<file path="config.mk">
export PLATFORM = sky130hd
export DESIGN_NAME = tec_top
export DESIGN_NICKNAME = d
export VERILOG_FILES = /design/src/hdl/tec_pkg.sv /design/src/hdl/tec_tick_if.sv /design/src/hdl/tec_prescaler.sv /design/src/hdl/tec_top.sv
export SDC_FILE = /design/constraint.sdc
export NUM_CORES = 1
export LEC_CHECK = 0
export BUFFER_PORTS_ARGS = -buffer_cell sky130_fd_sc_hd__buf_2
export CAP_MARGIN = 0
export CORE_ASPECT_RATIO = 1.75
export CORE_UTILIZATION = 45
export DETAILED_ROUTE_END_ITERATION = 16
export MAX_ROUTING_LAYER = met4
export PLACE_DENSITY = 0.75
export SKIP_CTS_REPAIR_TIMING = 1
export SLEW_MARGIN = 25
export SYNTH_ARGS = -nofsm -noshare
export SYNTH_HDL_FRONTEND = slang
export SYNTH_SLANG_ARGS = --single-unit
</file>
<file path="constraint.sdc">
create_clock -name aclk -period 4.95 [get_ports aclk]
set_input_delay 0.99 -clock aclk [delete_from_list [all_inputs] [get_ports aclk]]
set_output_delay 0.99 -clock aclk [all_outputs]
set_load 0.005 [all_outputs]
</file>
<file path="src/hdl/tec_pkg.sv">
// package: constants of the timer/event counter block
package tec_pkg;
  // ==========================================================
  // register indexes and byte addresses (address = 4 * index)
  localparam logic [7:0] TEC_IDX_PRELOAD = 8'h0d;
  localparam logic [7:0] TEC_IDX_CTRL    = 8'h0e;
  localparam logic [7:0] TEC_IDX_INTERRUPT_CONTROL_REG    = 8'h0f;
  localparam logic [7:0] TEC_IDX_PORTB   = 8'h10;
  localparam int         TEC_AW          = 8;
  localparam logic [TEC_AW-1:0] TEC_ADDR_PRELOAD = 8'h34;
  localparam logic [TEC_AW-1:0] TEC_ADDR_CTRL    = 8'h38;
  localparam logic [TEC_AW-1:0] TEC_ADDR_INTERRUPT_CONTROL_REG    = 8'h3c;
  localparam logic [TEC_AW-1:0] TEC_ADDR_PORTB   = 8'h40;

  // ==========================================================
  // counter_control fields
  localparam int TEC_CTL_PSC_LSB  = 0;
  localparam int TEC_CTL_PSC_MSB  = 2;
  localparam int TEC_CTL_EDGE     = 3;
  localparam int TEC_CTL_EN       = 4;
  localparam int TEC_CTL_UNUSED   = 5;
  localparam int TEC_CTL_MODE_LSB = 6;
  localparam int TEC_CTL_MODE_MSB = 7;
  localparam logic [7:0] TEC_CTL_RESET = 8'h08;

  // ==========================================================
  // interrupt_control_reg fields
  localparam int TEC_INTERRUPT_CONTROL_REG_IE   = 2;
  localparam int TEC_INTERRUPT_CONTROL_REG_FLAG = 5;
  localparam logic [7:0] TEC_INTERRUPT_CONTROL_REG_RESET = 8'h00;

  // ==========================================================
  // port b shadow: bit0/1 data latches, bit2/3 direction (1 = input), bit4 buzzer
  localparam int TEC_PB_D0  = 0;
  localparam int TEC_PB_D1  = 1;
  localparam int TEC_PB_IN0 = 2;
  localparam int TEC_PB_IN1 = 3;
  localparam int TEC_PB_BZ  = 4;
  localparam logic [7:0] TEC_PB_RESET = 8'h0f;

  localparam logic [7:0] TEC_CNT_RESET = 8'h00;
  localparam logic [7:0] TEC_CNT_MAX   = 8'hff;

  // ==========================================================
  // modes and axi answers
  typedef enum logic [1:0] {
    TEC_MODE_NONE  = 2'b00,
    TEC_MODE_EVENT = 2'b01,
    TEC_MODE_TIMER = 2'b10,
    TEC_MODE_PULSE = 2'b11
  } tec_mode_t;

  localparam logic [1:0] TEC_RESP_OKAY   = 2'b00;
  localparam logic [1:0] TEC_RESP_SLVERR = 2'b10;
endpackage

</file>
<file path="src/hdl/tec_tick_if.sv">
// interface: prescaler select and count tick between counter and prescaler
interface tec_tick_if;
  logic [2:0] prescale_select;
  logic       tick;
  modport ctl (output prescale_select, input tick);
  modport psc (input prescale_select, output tick);
endinterface

</file>
<file path="src/hdl/tec_prescaler.sv">
// module: free-running 8-stage prescaler giving one tick per divided period
module tec_prescaler
  import tec_pkg::*;
#(
  parameter int STAGES = 8
) (
  // clock and reset
  input  wire logic aclk,
  input  wire logic aresetn,
  // select in, tick out
  tec_tick_if.psc   tk
);
  // ==========================================================
  // divider chain
  logic [STAGES-1:0] div_q;
  logic [STAGES-1:0] mask;

  always_ff @(posedge aclk) begin
    if (!aresetn) begin
      div_q <= '0;
    end else begin
      div_q <= div_q + 1'b1;
    end
  end

  // code n divides by 2^(n+1)
  always_comb begin
    mask = STAGES'((2 << tk.prescale_select) - 1);
  end

  assign tk.tick = &(div_q | ~mask);
endmodule // tec_prescaler

</file>
<file path="src/hdl/tec_top.sv">
// module: 8-bit timer/event counter with preload, prescaler and buzzer pair
//
// Register access over AXI4-Lite was chosen for this implementation.
module tec_top
  import tec_pkg::*;
#(
  parameter int CW = 8
) (
  // clock and reset
  input  wire logic        aclk,
  input  wire logic        aresetn,
  // axi4-lite write address
  input  wire logic [31:0] s_axi_awaddr,
  input  wire logic [2:0]  s_axi_awprot,
  input  wire logic        s_axi_awvalid,
  output logic             s_axi_awready,
  // axi4-lite write data
  input  wire logic [31:0] s_axi_wdata,
  input  wire logic [3:0]  s_axi_wstrb,
  input  wire logic        s_axi_wvalid,
  output logic             s_axi_wready,
  // axi4-lite write response
  output logic [1:0]       s_axi_bresp,
  output logic             s_axi_bvalid,
  input  wire logic        s_axi_bready,
  // axi4-lite read address
  input  wire logic [31:0] s_axi_araddr,
  input  wire logic [2:0]  s_axi_arprot,
  input  wire logic        s_axi_arvalid,
  output logic             s_axi_arready,
  // axi4-lite read data
  output logic [31:0]      s_axi_rdata,
  output logic [1:0]       s_axi_rresp,
  output logic             s_axi_rvalid,
  input  wire logic        s_axi_rready,
  // counter input pin
  input  wire logic        counter_input_pin,
  // shared port b pins
  output logic             port_b_bit0_o,
  output logic             port_b_bit0_oe,
  output logic             port_b_bit1_o,
  output logic             port_b_bit1_oe,
  // system signals
  output logic             overflow_irq,
  output logic             overflow_wake,
  output logic             freq_divider_output
);
  // ==========================================================
  // state
  logic [CW-1:0] cnt_q;
  logic [CW-1:0] preload_q;
  logic [7:0]    ctl_q;
  logic [7:0]    interrupt_control_reg_q;
  logic [7:0]    pb_q;
  logic          pin_q;
  logic          pfd_q;
  logic          wake_q;

  typedef enum logic [1:0] {
    TEC_PW_IDLE = 2'b01,
    TEC_PW_MEAS = 2'b10
  } tec_pw_t;
  tec_pw_t pw_q;

  // ==========================================================
  // axi state
  logic          aw_held_q;
  logic [TEC_AW-1:0] aw_addr_q;
  logic          w_held_q;
  logic [31:0]   w_data_q;
  logic [3:0]    w_strb_q;
  logic          bvalid_q;
  logic [1:0]    bresp_q;
  logic          rvalid_q;
  logic [1:0]    rresp_q;
  logic [31:0]   rdata_q;

  // ==========================================================
  // prescaler
  tec_tick_if tk ();

  assign tk.prescale_select = ctl_q[TEC_CTL_PSC_MSB:TEC_CTL_PSC_LSB];

  tec_prescaler #(
    .STAGES (8)
  ) u_psc (
    .aclk    (aclk),
    .aresetn (aresetn),
    .tk      (tk)
  );

  // ==========================================================
  // decode of control fields
  tec_mode_t mode;
  logic      enable;
  logic      edge_sel;

  assign mode     = tec_mode_t'(ctl_q[TEC_CTL_MODE_MSB:TEC_CTL_MODE_LSB]);
  assign enable   = ctl_q[TEC_CTL_EN];
  assign edge_sel = ctl_q[TEC_CTL_EDGE];

  // ==========================================================
  // write channel
  logic do_write;
  logic wr_ok;
  logic wr_cnt;
  logic wr_ctl;
  logic wr_interrupt_control_reg;
  logic wr_pb;

  assign s_axi_awready = !aw_held_q;
  assign s_axi_wready  = !w_held_q;
  assign s_axi_bvalid  = bvalid_q;
  assign s_axi_bresp   = bresp_q;

  // both halves may arrive in either order; write once both are held
  assign do_write = aw_held_q && w_held_q && !bvalid_q;
  assign wr_ok    = do_write && w_strb_q[0];
  assign wr_cnt   = wr_ok && (aw_addr_q == TEC_ADDR_PRELOAD);
  assign wr_ctl   = wr_ok && (aw_addr_q == TEC_ADDR_CTRL);
  assign wr_interrupt_control_reg  = wr_ok && (aw_addr_q == TEC_ADDR_INTERRUPT_CONTROL_REG);
  assign wr_pb    = wr_ok && (aw_addr_q == TEC_ADDR_PORTB);

  always_ff @(posedge aclk) begin
    if (!aresetn) begin
      aw_held_q <= 1'b0;
      aw_addr_q <= '0;
    end else if (s_axi_awvalid && !aw_held_q) begin
      aw_held_q <= 1'b1;
      aw_addr_q <= s_axi_awaddr[TEC_AW-1:0];
    end else if (do_write) begin
      aw_held_q <= 1'b0;
    end
  end

  always_ff @(posedge aclk) begin
    if (!aresetn) begin
      w_held_q <= 1'b0;
      w_data_q <= '0;
      w_strb_q <= '0;
    end else if (s_axi_wvalid && !w_held_q) begin
      w_held_q <= 1'b1;
      w_data_q <= s_axi_wdata;
      w_strb_q <= s_axi_wstrb;
    end else if (do_write) begin
      w_held_q <= 1'b0;
    end
  end

  logic addr_known_w;
  assign addr_known_w = (aw_addr_q == TEC_ADDR_PRELOAD) || (aw_addr_q == TEC_ADDR_CTRL)
                     || (aw_addr_q == TEC_ADDR_INTERRUPT_CONTROL_REG) || (aw_addr_q == TEC_ADDR_PORTB);

  always_ff @(posedge aclk) begin
    if (!aresetn) begin
      bvalid_q <= 1'b0;
      bresp_q  <= TEC_RESP_OKAY;
    end else if (do_write) begin
      bvalid_q <= 1'b1;
      bresp_q  <= addr_known_w ? TEC_RESP_OKAY : TEC_RESP_SLVERR;
    end else if (s_axi_bready) begin
      bvalid_q <= 1'b0;
    end
  end

  // ==========================================================
  // read channel
  logic rd_take;
  logic rd_cnt;
  logic [TEC_AW-1:0] ar_addr;

  assign s_axi_arready = !rvalid_q;
  assign s_axi_rvalid  = rvalid_q;
  assign s_axi_rresp   = rresp_q;
  assign s_axi_rdata   = rdata_q;
  assign ar_addr       = s_axi_araddr[TEC_AW-1:0];
  assign rd_take       = s_axi_arvalid && !rvalid_q;
  assign rd_cnt        = rd_take && (ar_addr == TEC_ADDR_PRELOAD);

  always_ff @(posedge aclk) begin
    if (!aresetn) begin
      rvalid_q <= 1'b0;
      rresp_q  <= TEC_RESP_OKAY;
      rdata_q  <= '0;
    end else if (rd_take) begin
      rvalid_q <= 1'b1;
      rresp_q  <= TEC_RESP_OKAY;
      unique case (ar_addr)
        TEC_ADDR_PRELOAD: rdata_q <= {24'h000000, cnt_q};
        TEC_ADDR_CTRL:    rdata_q <= {24'h000000, ctl_q & ~(8'h01 << TEC_CTL_UNUSED)};
        TEC_ADDR_INTERRUPT_CONTROL_REG:    rdata_q <= {24'h000000, interrupt_control_reg_q};
        TEC_ADDR_PORTB:   rdata_q <= {24'h000000, pb_q};
        default: begin
          rdata_q <= '0;
          rresp_q <= TEC_RESP_SLVERR;
        end
      endcase
    end else if (s_axi_rready) begin
      rvalid_q <= 1'b0;
    end
  end

  // ==========================================================
  // input edges
  logic pin_rise;
  logic pin_fall;
  logic act_edge;
  logic back_edge;

  always_ff @(posedge aclk) begin
    if (!aresetn) begin
      pin_q <= 1'b0;
    end else begin
      pin_q <= counter_input_pin;
    end
  end

  assign pin_rise  = counter_input_pin && !pin_q;
  assign pin_fall  = !counter_input_pin && pin_q;
  assign act_edge  = edge_sel ? pin_fall : pin_rise;
  assign back_edge = edge_sel ? pin_rise : pin_fall;

  // ==========================================================
  // pulse measurement sequencer
  logic pw_end;

  // a level already active at enable is not an edge, so it never starts counting
  always_ff @(posedge aclk) begin
    if (!aresetn) begin
      pw_q <= TEC_PW_IDLE;
    end else begin
      unique case (pw_q)
        TEC_PW_IDLE: begin
          if (mode == TEC_MODE_PULSE && enable && act_edge) begin
            pw_q <= TEC_PW_MEAS;
          end
        end
        TEC_PW_MEAS: begin
          if (mode != TEC_MODE_PULSE || !enable || back_edge) begin
            pw_q <= TEC_PW_IDLE;
          end
        end
        default: pw_q <= TEC_PW_IDLE;
      endcase
    end
  end

  assign pw_end = (pw_q == TEC_PW_MEAS) && mode == TEC_MODE_PULSE && enable && back_edge;

  // ==========================================================
  // count tick selection
  logic tick;
  logic src_tick;

  always_comb begin
    unique case (mode)
      TEC_MODE_EVENT: src_tick = act_edge;
      TEC_MODE_TIMER: src_tick = tk.tick;
      TEC_MODE_PULSE: src_tick = tk.tick && (pw_q == TEC_PW_MEAS);
      default:        src_tick = 1'b0;
    endcase
  end

  // a counter read accepted in this cycle freezes the count; that tick is lost
  assign tick = enable && src_tick && !rd_cnt;

  // ==========================================================
  // counter and preload
  logic ovf;

  assign ovf = tick && (cnt_q == TEC_CNT_MAX);

  always_ff @(posedge aclk) begin
    if (!aresetn) begin
      preload_q <= TEC_CNT_RESET;
    end else if (wr_cnt) begin
      preload_q <= w_data_q[CW-1:0];
    end
  end

  always_ff @(posedge aclk) begin
    if (!aresetn) begin
      cnt_q <= TEC_CNT_RESET;
    end else if (wr_cnt && !enable) begin
      cnt_q <= w_data_q[CW-1:0];
    end else if (ovf) begin
      cnt_q <= preload_q;
    end else if (tick) begin
      cnt_q <= cnt_q + 1'b1;
    end
  end

  // ==========================================================
  // control register; only pulse mode ever clears the enable itself
  always_ff @(posedge aclk) begin
    if (!aresetn) begin
      ctl_q <= TEC_CTL_RESET;
    end else if (wr_ctl) begin
      ctl_q <= w_data_q[7:0] & ~(8'h01 << TEC_CTL_UNUSED);
    end else if (pw_end) begin
      ctl_q[TEC_CTL_EN] <= 1'b0;
    end
  end

  // ==========================================================
  // interrupt control: flag set by overflow wins over a software clear
  always_ff @(posedge aclk) begin
    if (!aresetn) begin
      interrupt_control_reg_q <= TEC_INTERRUPT_CONTROL_REG_RESET;
    end else begin
      if (wr_interrupt_control_reg) begin
        interrupt_control_reg_q <= w_data_q[7:0];
      end
      if (ovf) begin
        interrupt_control_reg_q[TEC_INTERRUPT_CONTROL_REG_FLAG] <= 1'b1;
      end
    end
  end

  assign overflow_irq = interrupt_control_reg_q[TEC_INTERRUPT_CONTROL_REG_FLAG] && interrupt_control_reg_q[TEC_INTERRUPT_CONTROL_REG_IE];

  always_ff @(posedge aclk) begin
    if (!aresetn) begin
      wake_q <= 1'b0;
    end else begin
      wake_q <= ovf;
    end
  end

  assign overflow_wake = wake_q;

  // ==========================================================
  // frequency divider and buzzer pair
  always_ff @(posedge aclk) begin
    if (!aresetn) begin
      pfd_q <= 1'b0;
    end else if (ovf) begin
      pfd_q <= !pfd_q;
    end
  end

  assign freq_divider_output = pfd_q;

  always_ff @(posedge aclk) begin
    if (!aresetn) begin
      pb_q <= TEC_PB_RESET;
    end else if (wr_pb) begin
      pb_q <= {3'h0, w_data_q[4:0]};
    end
  end

  logic bz_on;
  logic bz_gate;

  assign bz_on   = pb_q[TEC_PB_BZ];
  assign bz_gate = pb_q[TEC_PB_D0];

  // input-configured pins are never driven, buzzer or not
  assign port_b_bit0_oe = !pb_q[TEC_PB_IN0];
  assign port_b_bit1_oe = !pb_q[TEC_PB_IN1];
  assign port_b_bit0_o  = bz_on ? (bz_gate && pfd_q) : pb_q[TEC_PB_D0];
  assign port_b_bit1_o  = bz_on ? (bz_gate && !pfd_q) : pb_q[TEC_PB_D1];

endmodule // tec_top

</file>
==> metrics.txt <==
main flop type after synthesis dfxtp_1; TritonCTS clock tree yes; top-area cell type share of the netlist area 0.407; CP startpoint kind register; I/O pin total 162; maximum fanout along the worst path 15; fin util 0.534; TNS Setup 0 ps; Synth Register Bits 80; synthesized area per cell 8.49 µm²; DR vias/cell 5.29; Remaining Overflow, GRT 0; hold path depth 2; number of buffers created by CTS 9; Post-synth top cells 80 x dfxtp_1, 59 x nand2_1, 55 x nor2_1; WL final 9000 µm; Worst Skew 6.18 ps; Root Buffer Master clkbuf_16; gpl congestion 0.914; # port buffers 54; Fmax achieved 360 MHz; Clock Pin Slew Worst Setup and Hold Paths 60 ps; CORE AREA 0.00837 mm²; Worst-Margin Slew 878 ps; Core Rows 44; die area 0.00915 mm²; Clock Latency Late Sink 340 ps; Power Density 318 mW/mm²; unrepaired setup endpoints after global routing false; Hold Path Class reg -> reg; synthesized instance count 464; Peak VDD IR 0.187 mV; setup violators final 0; share of cells above drive strength 1 0.162; Critical path origin ctl_q[1]$_SDFFE_PN0P_; Slew headroom 0.413; reg2reg start ctl_q[1]$_SDFFE_PN0P_; Die H 126 µm; clk sinks 80; final number of hold-violating endpoints 0; # diodes 0; count leader, synth dfxtp_1; r2r setup slk 2170 ps; Worst setup EP type register; Detail Placement HPWL 6610 µm; top cells by area, synth dfxtp_1 41%, mux2i_1 8.4%, nand2_1 5.6%, nor2_1 5.2%, buf_4 5.1%; pre-CTS WS 2040 ps; Pre-antenna DRT Iters 4; P_leak 0.00186 µW; WP data required 5130 ps; R2R depth 9; min cycle time layout 2780 ps; Worst R2R End cnt_q[3]$_SDFFE_PN0P_; largest area contributor in the netlist dfxtp_1; drt initial violations 139; YS warnings 0; initial antenna violation count 0; Synth cell types 60; ANT nets after route 0; area of the multi-input gates 0.00207 mm²; critical path type reg -> reg; worst setup margin 2170 ps; vias 3,319; Final #Nets 624; largest net degree at the start of global routing 65; Tcrit/Tclk final 0.561; Final Max Tran Viols 0; outcome complete, no violations; Synth async-reset ratio 0; max_cap viols 0; DRC errors left 0; Layout area overhead 13.4%; Post-synth EDFFs 0; total power 1420 µW; layout filler cell count 789; Worst Setup EP cnt_q[3]$_SDFFE_PN0P_; placed inst area 0.00416 mm²; worst-case clock buffer depth 2; Mapped Area 0.00394 mm²; die width 72.7 µm; vias in the first global route 3,159; WL per Instance 14.4 µm; H-tree depth 3; Global Route Usage Sum 0.215; Initial Utilization 0.471; Final Cell Area 0.00447 mm²; CP Data Arrival Time 2960 ps; register area share after synthesis 0.407; register area 0.00160 mm²; first-pass GRT wire length 14,800 µm
-- sequential cells by signal, indices dropped and copies added (netlist names) --
signal and count:
s_axi_rresp 1, cnt_q 8, preload_q 8, pb_q 5, pw_q 2, freq_divider_output 1
aw_held_q 1, s_axi_rvalid 1, w_data_q 8, u_psc.div_q 8, w_held_q 1, s_axi_bresp 1
w_strb_q 1, s_axi_rdata 8, aw_addr_q 8, pin_q 1, overflow_wake 1, interrupt_control_reg_q 8
s_axi_bvalid 1, ctl_q 7
-- placed cells by master, fill, tap and decap left out, types with 2 or more instances in the layout --
cell type / synthesis / final
o211ai_1: 11 / 11
nand2_1: 59 / 59
inv_1: 17 / 17
nor3_2: 2 / 2
nand3_1: 14 / 14
o211a_1: 2 / 2
and3_1: 6 / 6
a22oi_1: 7 / 7
mux2_2: 5 / 5
clkbuf_8: 0 / 2
xnor2_1: 2 / 2
clkbuf_16: 0 / 9
clkinv_2: 0 / 3
o311ai_1: 2 / 2
nor4_1: 2 / 2
a31oi_1: 2 / 2
dfxtp_1: 80 / 80
and3b_1: 4 / 4
a21o_1: 4 / 4
o32a_1: 3 / 3
nand2b_1: 3 / 3
ha_1: 3 / 3
a211oi_1: 3 / 3
buf_2: 4 / 54
a21oi_1: 23 / 23
nor2b_1: 8 / 8
conb_1: 1 / 26
o21ai_0: 11 / 11
and4_1: 4 / 4
a22o_1: 7 / 7
or3_1: 3 / 3
xor2_1: 6 / 6
nor2_1: 55 / 55
and2_1: 5 / 5
o2111ai_1: 2 / 2
mux2i_1: 33 / 33
clkbuf_1: 13 / 2
nor3_1: 5 / 5
-- critical path, stage by stage, from the launching register on --
cell and delay, ps:
dfxtp_1 590, nor2_1 100, nand2_1 80, ha_1 220
and2b_1 220, nor4_1 310, a2111oi_2 90, a22oi_2 610
or2_1 260, o311ai_1 120
-- report_power, final --
group | internal (µW) | switching, µW | total, µW
sequential | 659 | 15.9 | 675
clock | 416 | 248 | 665
combinational | 31.0 | 50.5 | 81.4
-- logic make-up after synthesis --
logic type                 after synthesis  share of synthesized area
muxes                                   38                     0.0982
other                                    1                   0.000952
buffers and inverters                   66                     0.0909
adders and majority gates                3                    0.00953
AOI/OAI and AO/OA                       88                      0.156
and+or+nand+nor                        180                      0.220
xor gates and xnor gates                 8                     0.0178
DFF                                     80                      0.407
-- metal layers --
layer	vias to the layer above	track usage	routed length, µm
met2	95	0.368	4680
met1	1548	0.219	3550
met3	23	0.0392	418
met4	0	0.141	346
li1	1653	-	-
met5	-	-	0
-- cell type report --
type / instances / share of cell area
Sequential cell: 80 / 0.359
Clock buffer: 13 / 0.0583
Tap cell: 115 / 0.0322
Multi-Input combinational cell: 343 / 0.464
Timing Repair Buffer: 55 / 0.0622
Inverter: 18 / 0.0154
Clock inverter: 3 / 0.00897
-- per-stage QoR --
stage / cells / hold WS, ps
6_report: 627 / 451
5_1_grt: 627 / 462
4_1_cts: 626 / 453
2_1_floorplan: 489 / 426
3_5_place_dp: 610 / 444
3_3_place_gp: 610 / 441
-- worst min path at each step --
stage                                              to                   startpoint  slack (ps)
after floorplan             u_psc.div_q[0]$_SDFF_PN0_    u_psc.div_q[0]$_SDFF_PN0_         430
after global placement      u_psc.div_q[0]$_SDFF_PN0_    u_psc.div_q[0]$_SDFF_PN0_         440
after detailed placement  s_axi_rdata[1]$_SDFFE_PN0P_  s_axi_rdata[1]$_SDFFE_PN0P_         440
after CTS                 s_axi_rdata[1]$_SDFFE_PN0P_  s_axi_rdata[1]$_SDFFE_PN0P_         450
after global routing      s_axi_rdata[1]$_SDFFE_PN0P_  s_axi_rdata[1]$_SDFFE_PN0P_         460
final                     s_axi_rdata[1]$_SDFFE_PN0P_  s_axi_rdata[1]$_SDFFE_PN0P_         450
No activity file was read; power rests on OpenSTA's default activity.
